**src/seq_consts.svh**
```systemverilog
// Purpose: constants for the burner start and purge sequencer
// Assumes: 40 MHz clock, register port with one-cycle read data
// Notes: offsets are word indices on the plain register port
`ifndef SEQ_CONSTS_SVH
`define SEQ_CONSTS_SVH

`define ADDR_W 4
// register offsets
`define REG_CFG 4'h0
`define REG_ASSIGN 4'h1
`define REG_HOSTREQ 4'h2
`define REG_STATUS 4'h3
`define REG_CMD 4'h4
`define REG_PURGE_T 4'h5
`define REG_JUDGE_T 4'h6
// cfg fields
`define CFG_START_TYPE_LSB 0
`define CFG_START_METHOD_LSB 2
`define CFG_PURGE_USE_LSB 4
`define CFG_SYNC_SRC_LSB 6
`define CFG_COUNT_SRC_LSB 8
`define CFG_FURNACE_MODE_LSB 10
`define CFG_MASTER_BIT 12
// assign fields: fire position selects 0 = unmonitored, 1..16 = terminal
`define ASG_HIGH_LSB 0
`define ASG_LOW_LSB 5
`define ASG_FURN1_BIT 10
`define ASG_FURN2_BIT 11
`define ASG_SYNC_BIT 12
`define ASG_COUNT_BIT 13
`define ASG_ZONE_BIT 14
// host request bits
`define HQ_START_BIT 0
`define HQ_MAIN_BIT 1
`define HQ_SYNC_BIT 2
`define HQ_COUNT_BIT 3
// command bits
`define CMD_RESET_BIT 0
// default timing in ms, converted with the 40 MHz rate
`define CLK_KHZ 40000
`define PURGE_MS_DEF 16'h0064
`define JUDGE_MS_DEF 16'h0BB8
`define CYC_PER_MS 16'h9C40
// error codes shown in status
`define ERR_NONE 2'h0
`define ERR_FURNACE 2'h1
`define ERR_FIRE 2'h2
`define ERR_CONFIG 2'h3

`endif

```
**src/seq_pkg.sv**
```systemverilog
// Purpose: types for the burner start and purge sequencer
// Assumes: nothing beyond the constants header
// Notes: state codes are reported in the status register
package seq_pkg;
    typedef enum logic [3:0] {
        ST_IDLE = 4'h0,
        ST_MONITOR = 4'h1,
        ST_SYNC_WAIT = 4'h2,
        ST_COUNT_WAIT = 4'h3,
        ST_PREPURGE = 4'h4,
        ST_PILOT = 4'h5,
        ST_MAIN_WAIT = 4'h6,
        ST_MAIN = 4'h7,
        ST_POSTPURGE = 4'h8,
        ST_LOCKOUT = 4'h9,
        ST_PILOT_WAIT = 4'hA
    } state_e;

    typedef enum logic [1:0] {
        START_LINK1 = 2'h0,
        START_LINK2 = 2'h1,
        START_SEPARATE = 2'h2
    } start_type_e;

    typedef enum logic [1:0] {
        METH_SWITCH = 2'h0,
        METH_COMM = 2'h1,
        METH_AND = 2'h2,
        METH_OR = 2'h3
    } start_method_e;

    typedef enum logic [1:0] {
        PURGE_OFF = 2'h0,
        PURGE_ON = 2'h1,
        PURGE_BY_INPUT = 2'h2
    } purge_use_e;

    typedef enum logic [1:0] {
        SRC_INPUT = 2'h0,
        SRC_COMM = 2'h1,
        SRC_INTERNAL = 2'h2
    } src_e;
endpackage

```
**src/burner_start_purge_sequencer.sv**
```systemverilog
// Purpose: start, purge and ignition sequencer of a burner interlock module
// Assumes: field inputs are asynchronous; register port is on the clock
// Notes: one packed struct holds all state; outputs come from flip-flops
// How it works
// furnace mode needs both inputs assigned
// furnace inputs without mode: lockout, error
// first chained type runs whole sequence
// second chained type waits main start
// separate type waits pilot then main
// start by switch, host, and, or
// monitoring begins when start condition true
// purge off: no prepurge, no postpurge
// purge on: prepurge before, postpurge after
// zone purge input decides purging
// master unit cannot disable purging
// blower sync from input, host, internal
// unassigned sync input stalls blower wait
// purge count start from three sources
// unassigned count input stalls count wait
// fire positions unmonitored or terminal 1-16
// both positions on flags contradiction
// low fire position qualifies low stop
// contradiction held judgment time locks out
// lockout holds outputs until reset
//
// The address map and the strobed register port are this design's own decisions.
`timescale 1ns/1ps
`include "seq_consts.svh"

module burner_start_purge_sequencer
    import seq_pkg::*;
(
    input wire logic clock, // 40 MHz clock
    input wire logic rst, // async reset, active high
    input wire logic [`ADDR_W-1:0] addr, // register index
    input wire logic [15:0] wdata, // write data
    input wire logic wr, // write strobe
    input wire logic rd, // read strobe
    output logic [15:0] rdata, // read data, cycle after rd
    input wire logic start_sw, // startup switch input
    input wire logic pilot_start, // pilot start input
    input wire logic main_start, // main start input
    input wire logic sync_in, // blower sync input
    input wire logic count_in, // start purge count input
    input wire logic zone_purge, // zone purge on/off input
    input wire logic [15:0] interlock, // interlock terminals 1..16
    output logic blower, // blower output
    output logic pilot_valve, // pilot ignition output
    output logic main_valve, // main valve output
    output logic lockout, // lockout indication
    output logic furnace_mode, // furnace temperature mode active
    output logic fire_conflict, // both fire positions on
    output logic low_stop_ok // low fire position confirmed
);
    typedef struct packed {
        state_e st;
        logic [15:0] cfg;
        logic [15:0] asg;
        logic [3:0] hreq;
        logic [15:0] purge_ms;
        logic [15:0] judge_ms;
        logic [15:0] sub;
        logic [15:0] ms;
        logic [15:0] jsub;
        logic [15:0] jms;
        logic [1:0] err;
        logic [2:0] s_sw, s_pil, s_main, s_sync, s_cnt, s_zone;
        logic [15:0] lk1, lk2, lk3;
        logic [15:0] lkh;
        logic [5:0] held;
        logic [15:0] rdata;
        logic blower, pilot_valve, main_valve, lockout;
        logic furnace_mode, fire_conflict, low_stop_ok;
    } state_s;

    state_s r, n;

    logic [15:0] lk;
    logic sw, pil, mst, syn, cnt, zon;
    logic start_ok, purging, sync_ok, count_ok, hi_on, lo_on, both_asg;
    logic [4:0] hi_sel, lo_sel;
    start_type_e stype;
    start_method_e meth;
    purge_use_e puse;
    src_e ssrc, csrc;
    logic [1:0] fmode;

    // debounced view: a change counts when stages two and three agree
    always_comb begin
        // a disagreement keeps the last level, so a glitch is lost
        sw = r.held[0];
        pil = r.held[1];
        mst = r.held[2];
        syn = r.held[3];
        cnt = r.held[4];
        zon = r.held[5];
        lk = (~(r.lk2 ^ r.lk3) & r.lk3) | ((r.lk2 ^ r.lk3) & r.lkh);
        if (r.s_sw[1] == r.s_sw[2]) sw = r.s_sw[1];
        if (r.s_pil[1] == r.s_pil[2]) pil = r.s_pil[1];
        if (r.s_main[1] == r.s_main[2]) mst = r.s_main[1];
        if (r.s_sync[1] == r.s_sync[2]) syn = r.s_sync[1];
        if (r.s_cnt[1] == r.s_cnt[2]) cnt = r.s_cnt[1];
        if (r.s_zone[1] == r.s_zone[2]) zon = r.s_zone[1];
    end

    // configuration decode and sequencing conditions
    always_comb begin
        stype = start_type_e'(r.cfg[`CFG_START_TYPE_LSB +: 2]);
        meth = start_method_e'(r.cfg[`CFG_START_METHOD_LSB +: 2]);
        puse = purge_use_e'(r.cfg[`CFG_PURGE_USE_LSB +: 2]);
        ssrc = src_e'(r.cfg[`CFG_SYNC_SRC_LSB +: 2]);
        csrc = src_e'(r.cfg[`CFG_COUNT_SRC_LSB +: 2]);
        fmode = r.cfg[`CFG_FURNACE_MODE_LSB +: 2];
        hi_sel = r.asg[`ASG_HIGH_LSB +: 5];
        lo_sel = r.asg[`ASG_LOW_LSB +: 5];

        // start condition select
        unique case (meth)
            METH_SWITCH: start_ok = sw;
            METH_COMM: start_ok = r.hreq[`HQ_START_BIT];
            METH_AND: start_ok = sw & r.hreq[`HQ_START_BIT];
            METH_OR: start_ok = sw | r.hreq[`HQ_START_BIT];
        endcase

        // purge decision; master forces purging
        purging = 1'b1;
        if (!r.cfg[`CFG_MASTER_BIT]) begin
            if (puse == PURGE_OFF) purging = 1'b0;
            else if (puse == PURGE_BY_INPUT) purging = zon & r.asg[`ASG_ZONE_BIT];
        end

        // blower sync source
        sync_ok = 1'b0;
        if (ssrc == SRC_INPUT) sync_ok = syn & r.asg[`ASG_SYNC_BIT];
        else if (ssrc == SRC_COMM) sync_ok = r.hreq[`HQ_SYNC_BIT];
        else if (ssrc == SRC_INTERNAL) sync_ok = r.blower;

        // purge count start source
        count_ok = 1'b0;
        if (csrc == SRC_INPUT) count_ok = cnt & r.asg[`ASG_COUNT_BIT];
        else if (csrc == SRC_COMM) count_ok = r.hreq[`HQ_COUNT_BIT];
        else if (csrc == SRC_INTERNAL) count_ok = 1'b1;

        // fire position terminal mapping, 0 means unmonitored
        // selects above 16 count as unmonitored too
        hi_on = (hi_sel >= 5'h01) && (hi_sel <= 5'h10) && lk[4'(hi_sel - 5'h01)];
        lo_on = (lo_sel >= 5'h01) && (lo_sel <= 5'h10) && lk[4'(lo_sel - 5'h01)];
        both_asg = r.asg[`ASG_FURN1_BIT] & r.asg[`ASG_FURN2_BIT];
    end

    // next state of the whole block
    always_comb begin
        n = r;
        n.s_sw = {r.s_sw[1:0], start_sw};
        n.s_pil = {r.s_pil[1:0], pilot_start};
        n.s_main = {r.s_main[1:0], main_start};
        n.s_sync = {r.s_sync[1:0], sync_in};
        n.s_cnt = {r.s_cnt[1:0], count_in};
        n.s_zone = {r.s_zone[1:0], zone_purge};
        n.lk1 = interlock;
        n.lk2 = r.lk1;
        n.lk3 = r.lk2;
        n.lkh = lk;
        n.held = {zon, cnt, syn, mst, pil, sw};

        // register writes
        // status is read only; writes to gaps change nothing
        if (wr) begin
            unique case (addr)
                `REG_CFG: n.cfg = wdata;
                `REG_ASSIGN: n.asg = wdata;
                `REG_HOSTREQ: n.hreq = wdata[3:0];
                `REG_PURGE_T: n.purge_ms = wdata;
                `REG_JUDGE_T: n.judge_ms = wdata;
                default: ;
            endcase
        end

        // register reads, unmapped reads return zero
        n.rdata = 16'h0000;
        if (rd) begin
            unique case (addr)
                `REG_CFG: n.rdata = r.cfg;
                `REG_ASSIGN: n.rdata = r.asg;
                `REG_HOSTREQ: n.rdata = {12'h000, r.hreq};
                `REG_STATUS: n.rdata = {7'h00, r.low_stop_ok, r.fire_conflict,
                    r.furnace_mode, r.err, r.st};
                `REG_PURGE_T: n.rdata = r.purge_ms;
                `REG_JUDGE_T: n.rdata = r.judge_ms;
                default: n.rdata = 16'h0000;
            endcase
        end

        // furnace mode only with both inputs assigned
        n.furnace_mode = (fmode != 2'h0) && both_asg;

        // contradiction flag; low stop qualifier
        n.fire_conflict = (hi_sel != 5'h00) && (lo_sel != 5'h00) && hi_on && lo_on;
        n.low_stop_ok = lo_on;

        // judgment timer runs while the contradiction holds
        // any gap in the contradiction restarts the count
        if (r.fire_conflict) begin
            if (r.jsub == `CYC_PER_MS - 16'h0001) begin
                n.jsub = 16'h0000;
                n.jms = r.jms + 16'h0001;
            end else begin
                n.jsub = r.jsub + 16'h0001;
            end
        end else begin
            n.jsub = 16'h0000;
            n.jms = 16'h0000;
        end

        // sequence timer default: one ms tick counter
        if (r.sub == `CYC_PER_MS - 16'h0001) begin
            n.sub = 16'h0000;
            n.ms = r.ms + 16'h0001;
        end else begin
            n.sub = r.sub + 16'h0001;
        end

        // sequencer
        unique case (r.st)
            ST_IDLE: begin
                n.blower = 1'b0;
                n.pilot_valve = 1'b0;
                n.main_valve = 1'b0;
                // monitoring begins on start condition
                if (start_ok) n.st = ST_MONITOR;
            end

            ST_MONITOR: begin
                // separate type halts after monitoring
                if (!start_ok) n.st = ST_IDLE;
                else if (stype == START_SEPARATE) n.st = ST_PILOT_WAIT;
                else if (purging) begin
                    n.st = ST_SYNC_WAIT;
                    n.blower = 1'b1;
                end else n.st = ST_PILOT; // direct start
            end

            ST_PILOT_WAIT: begin
                if (!start_ok) n.st = ST_IDLE;
                else if (pil) begin
                    if (purging) begin
                        n.st = ST_SYNC_WAIT;
                        n.blower = 1'b1;
                    end else n.st = ST_PILOT;
                end
            end

            ST_SYNC_WAIT: begin
                // stuck here without an assigned sync input
                if (sync_ok) n.st = ST_COUNT_WAIT;
            end

            ST_COUNT_WAIT: begin
                // stuck here without an assigned count input
                if (count_ok) begin
                    n.st = ST_PREPURGE;
                    n.sub = 16'h0000;
                    n.ms = 16'h0000;
                end
            end

            ST_PREPURGE: begin
                // prepurge must finish before ignition
                if (r.ms >= r.purge_ms) begin
                    n.st = ST_PILOT;
                    n.blower = 1'b0;
                end
            end

            ST_PILOT: begin
                n.pilot_valve = 1'b1;
                // chained type goes straight on; others wait main
                if (stype == START_LINK1) n.st = ST_MAIN;
                else n.st = ST_MAIN_WAIT;
            end

            ST_MAIN_WAIT: begin
                if (mst || (stype == START_LINK2 && r.hreq[`HQ_MAIN_BIT]))
                    n.st = ST_MAIN;
            end

            ST_MAIN: begin
                n.main_valve = 1'b1;
            end

            ST_POSTPURGE: begin
                // postpurge reuses the prepurge time
                if (r.ms >= r.purge_ms) begin
                    n.st = ST_IDLE;
                    n.blower = 1'b0;
                end
            end

            ST_LOCKOUT: begin
                // reset refused while a cause stands, so a stuck
                // fault never drops straight back into a sequence
                // outputs off until reset with cause removed
                n.blower = 1'b0;
                n.pilot_valve = 1'b0;
                n.main_valve = 1'b0;
                n.lockout = 1'b1;
                if (wr && addr == `REG_CMD && wdata[`CMD_RESET_BIT]
                    && !(both_asg && fmode == 2'h0) && !r.fire_conflict) begin
                    n.st = ST_IDLE;
                    n.lockout = 1'b0;
                    n.err = `ERR_NONE;
                end
            end

            default: n.st = ST_LOCKOUT;
        endcase

        // start withdrawn before ignition: idle, blower off;
        // nothing has burned, so no postpurge is owed
        if ((r.st == ST_SYNC_WAIT || r.st == ST_COUNT_WAIT || r.st == ST_PREPURGE)
            && !start_ok) begin
            n.st = ST_IDLE;
            n.blower = 1'b0;
        end

        // burner stop once running: postpurge or none
        if ((r.st == ST_PILOT || r.st == ST_MAIN_WAIT || r.st == ST_MAIN)
            && !start_ok) begin
            n.pilot_valve = 1'b0;
            n.main_valve = 1'b0;
            if (purging) begin
                n.st = ST_POSTPURGE;
                n.blower = 1'b1;
                n.sub = 16'h0000;
                n.ms = 16'h0000;
            end else n.st = ST_IDLE;
        end

        // furnace inputs assigned while mode disabled
        if (r.st != ST_LOCKOUT && both_asg && fmode == 2'h0) begin
            n.st = ST_LOCKOUT;
            n.err = `ERR_FURNACE;
            n.blower = 1'b0;
            n.pilot_valve = 1'b0;
            n.main_valve = 1'b0;
        end

        // contradiction past judgment time locks out
        if (r.st != ST_LOCKOUT && r.fire_conflict && r.jms >= r.judge_ms) begin
            n.st = ST_LOCKOUT;
            n.err = `ERR_FIRE;
            n.blower = 1'b0;
            n.pilot_valve = 1'b0;
            n.main_valve = 1'b0;
        end
    end

    // one register stage holds all state
    always_ff @(posedge clock or posedge rst) begin
        if (rst) begin
            r <= '0;
            r.purge_ms <= `PURGE_MS_DEF;
            r.judge_ms <= `JUDGE_MS_DEF;
            r.st <= ST_IDLE;
        end else begin
            r <= n;
        end
    end

    // outputs straight from flip-flops
    assign rdata = r.rdata;
    assign blower = r.blower;
    assign pilot_valve = r.pilot_valve;
    assign main_valve = r.main_valve;
    assign lockout = r.lockout;
    assign furnace_mode = r.furnace_mode;
    assign fire_conflict = r.fire_conflict;
    assign low_stop_ok = r.low_stop_ok;
endmodule

```
**config.mk**
```make
export PLATFORM = sky130hd
export DESIGN_NAME = burner_start_purge_sequencer
export DESIGN_NICKNAME = d
export VERILOG_FILES = /design/src/seq_pkg.sv /design/src/burner_start_purge_sequencer.sv
export VERILOG_INCLUDE_DIRS = /design/src
export SDC_FILE = /design/constraint.sdc
export NUM_CORES = 1
export LEC_CHECK = 0
export ABC_AREA = 1
export BUFFER_PORTS_ARGS = -buffer_cell sky130_fd_sc_hd__buf_2
export CORE_MARGIN = 1.5
export CORE_UTILIZATION = 45
export CTS_CLUSTER_SIZE = 8
export DETAILED_ROUTE_END_ITERATION = 7
export PLACE_DENSITY = 0.72
export SLEW_MARGIN = 20
export SYNTH_ARGS = -nofsm -noshare
export SYNTH_HDL_FRONTEND = slang
export SYNTH_SLANG_ARGS = --single-unit
```
**constraint.sdc**
```tcl
create_clock -name clock -period 7.7 [get_ports clock]
set_input_delay 0.77 -clock clock [delete_from_list [all_inputs] [get_ports clock]]
set_output_delay 0.77 -clock clock [all_outputs]
set_load 0.03 [all_outputs]
```
==> metrics <==
RR Startpoint r[247]; status finished clean; clock power share 39.0%; CP max FO 14; ys async rst share 100%; DRC Markers 0; setup violators final 0; first-pass GRT wire length 47.0 mm; net count after synthesis between 1000 and 1500; top cells by count, synth nand2_1, dfrtp_1, inv_1, nor2_1, o21ai_0; Post-synth EDFFs 0; depth of the worst hold-timing path 0; Sink Count 249; Peak Freq 384 MHz; Tightest Pin Transition 1.05 ns; sequential fraction of design power 41.8%; largest family of logic cells by synthesized area simple AND/OR/NAND/NOR gates; min cycle time layout 2.61 ns; Post-Synthesis Cells 1355; CP arrival just under 3 ns; Warnings, synthesis 0; Hold WC Path Type reg2reg; Setup CP Type reg2reg; R2R Setup Slk a little over 5 ns; maxcap violations 0; TritonCTS buffer count 37; combinational cell fraction of total power 19.1%; static leakage 6.32 nW; largest net degree at the start of global routing 94; Fin Setup TNS 0 ns; Worst-path clk slew 0.05 ns; DR vias/cell between 5 and 6; Synth Flop Type dfrtp_1; FF-to-FF End r[174]; Die Span Y 166 um; cts hold-fix bufs 0; initial DRC count 949; root buf cell clkbuf_16; Max Clock Skew between 0.01 and 0.015 ns; Placer Congestion 0.923; initial antenna violation count 0; unrepaired setup endpoints after global routing false; Hold Path Sink n[47]; Area Overhead vs Synth 13.9%; Worst-Skew Late Latency 0.52 ns; post-synth top area share roughly half; detailed-route via count between 9000 and 10000; min-delay src n[63]; Die ar. about 27000 um^2; Adder-Cell Fraction of Synth Area 5.23%; Worst Setup End Kind register; grt ovf 0; IO Pins 69; HPWL Detailed 20.3 mm; internal cell power 2.67 mW; WL per Instance 16.1 um; Synth Area in XOR/XNOR 2.21%; fill cell count 2394; layout net count between 1500 and 2000; largest area contributor in the netlist dfrtp_1; vias in the first global route 9174; final worst-path cycle share 33.8%; VDD IR-drop max ~180 uV; synth top area cells dfrtp_1, nand2_1, inv_1; Mapped Area 11900 um^2; core area 26000 um^2; H-tree lvl count 2; total track usage 21.1%; Setup crit start kind register; Psw 1.21 mW; compound-cell area share of the yosys netlist 10.9%; share of post-route cells with drive strength above 1 11.2%; setup bufs post-CTS 0; sequential share of the synthesized area 52.4%; Die X-Extent 166 um; Core Rows about 60; mux contribution to synthesized area 0%; Routed WL 28.6 mm; Initial Util around 46%; Diodes inserted 0; count of final hold-check violations 0; Simple-Gate Fraction of Synth Area 21.6%; cell with the most instances after synthesis nand2_1; clock tree buffer depth 3; PwrDens 286 nW/um^2; Power Total between 3 and 4 mW; Worst Reg2Reg Path Length in Cells 7; post-CTS resize count 0; #FFs+latches synth roughly 250; Avg Synthesized Cell Area 8.79 um^2; Slew HR between 20% and 30%; Slew Viols, Final 0; CP required 8.06 ns; port bufs 68; DRT Pass-1 Iters 5; Post-DRT Antenna Nets 0; CTS tree yes; Netlist cell types 53; Switching Share 31.2%
how the worst max path moves through the flow:
stage	start	end	slack [ns]	depth (start not counted)
after floorplan	rst	blower	0.10	1
after global placement	addr[0]	r[195]	4.92	7
after detailed placement	addr[0]	r[198]	4.82	7
after CTS	r[247]	r[169]	5.08	7
after global routing	r[247]	r[175]	4.85	7
final	r[247]	r[174]	5.09	7
flip-flops by register name (all words and copies together) (netlist names), 2 cells and up:
name / cells
r: 164
rdata: 16
puse: 2
hi_sel: 5
n: 44
lo_sel: 5
csrc: 2
fmode: 2
meth: 2
through the flow:
stage | area [um^2] | setup slack, ns | hold WS (ns) | std cells | utilization, %
after detailed placement | 12400 | 4.82 | 0.335 | 1713 | 47.9
after global routing | 13600 | 4.85 | 0.345 | 1777 | 52.2
after global placement | 12400 | 4.92 | 0.332 | 1713 | 47.9
final | 13600 | 5.09 | 0.344 | 1777 | 52.2
after CTS | 13500 | 5.08 | 0.341 | 1776 | 52.1
after floorplan | 11900 | 0.103 | 0.331 | 1355 | -
final cells by class:
| class | count | area, um^2 | area share (%) |
|---|---|---|---|
| inverters | 167 | 634 | 4.68 |
| clock buffers | 60 | 1030 | 7.62 |
| well taps | 335 | 419 | 3.09 |
| flip-flops and latches | 249 | 6240 | 46.0 |
| multi-input cells | 890 | 4770 | 35.2 |
| clock inverters | 3 | 66.3 | 0.489 |
| repair buffers | 73 | 390 | 2.88 |
worst max-delay path, stage by stage (launching register included):
cell and delay, ns:
dfrtp_1 0.42, inv_1 0.14, nand2_1 0.17, nor2_1 0.24, inv_2 0.12, o21ai_2 0.53, or2_0 0.71, nor2_1 0.11
metal layers:
| metal | vias up | wire [um] | track usage [%] |
|---|---|---|---|
| li1 | 4612 | - | - |
| met1 | 4491 | 12600 | 28.9 |
| met2 | 301 | 13200 | 33.4 |
| met3 | 62 | 1850 | 3.94 |
| met4 | 0 | 900 | 7.79 |
| met5 | - | 0 | 0 |
power groups by stage:
| stage | sequential, mW | combinational, mW | clock (mW) |
|---|---|---|---|
| 2_1_floorplan | 1.60 | 0.545 | 0 |
| 3_3_place_gp | 1.63 | 0.711 | 0 |
| 3_5_place_dp | 1.64 | 0.732 | 0 |
| 4_1_cts | 1.62 | 0.739 | 1.55 |
| 5_1_grt | 1.64 | 0.842 | 1.62 |
| 6_report | 1.62 | 0.742 | 1.51 |
logic make-up (layout without fill, tap and decap cells):
logic type	Yosys count	in the layout
and+or+nand+nor	584	584
DFF	249	249
AOI/OAI and AO/OA	224	224
buffers and inverters	216	303
adders and majority gates	52	52
xor gates and xnor gates	30	30
cells in the final DEF (no fill, tap or decap), types with 4 or more instances in the layout:
master,netlist,layout
clkbuf_1,17,22
o22ai_1,11,11
buf_2,14,68
nand3_1,96,95
o21bai_1,5,5
o211ai_1,8,8
a221oi_1,4,4
inv_2,9,9
maj3_1,11,11
nor2_2,8,9
clkbuf_16,0,38
o31ai_1,5,5
inv_1,157,156
dfrtp_1,239,239
o221ai_1,6,6
nand3b_1,5,5
nor4_1,7,7
dfstp_2,10,10
o21ai_0,99,99
a211oi_1,5,5
nand2_2,7,7
nand4_1,23,23
nand2_1,277,277
nor2_1,115,114
a21oi_1,59,59
xor2_1,21,21
buf_4,17,4
a41oi_1,7,7
xnor2_1,9,9
ha_1,41,41
nor3_1,31,31
Note: power is estimated with default switching activity, not from simulation.
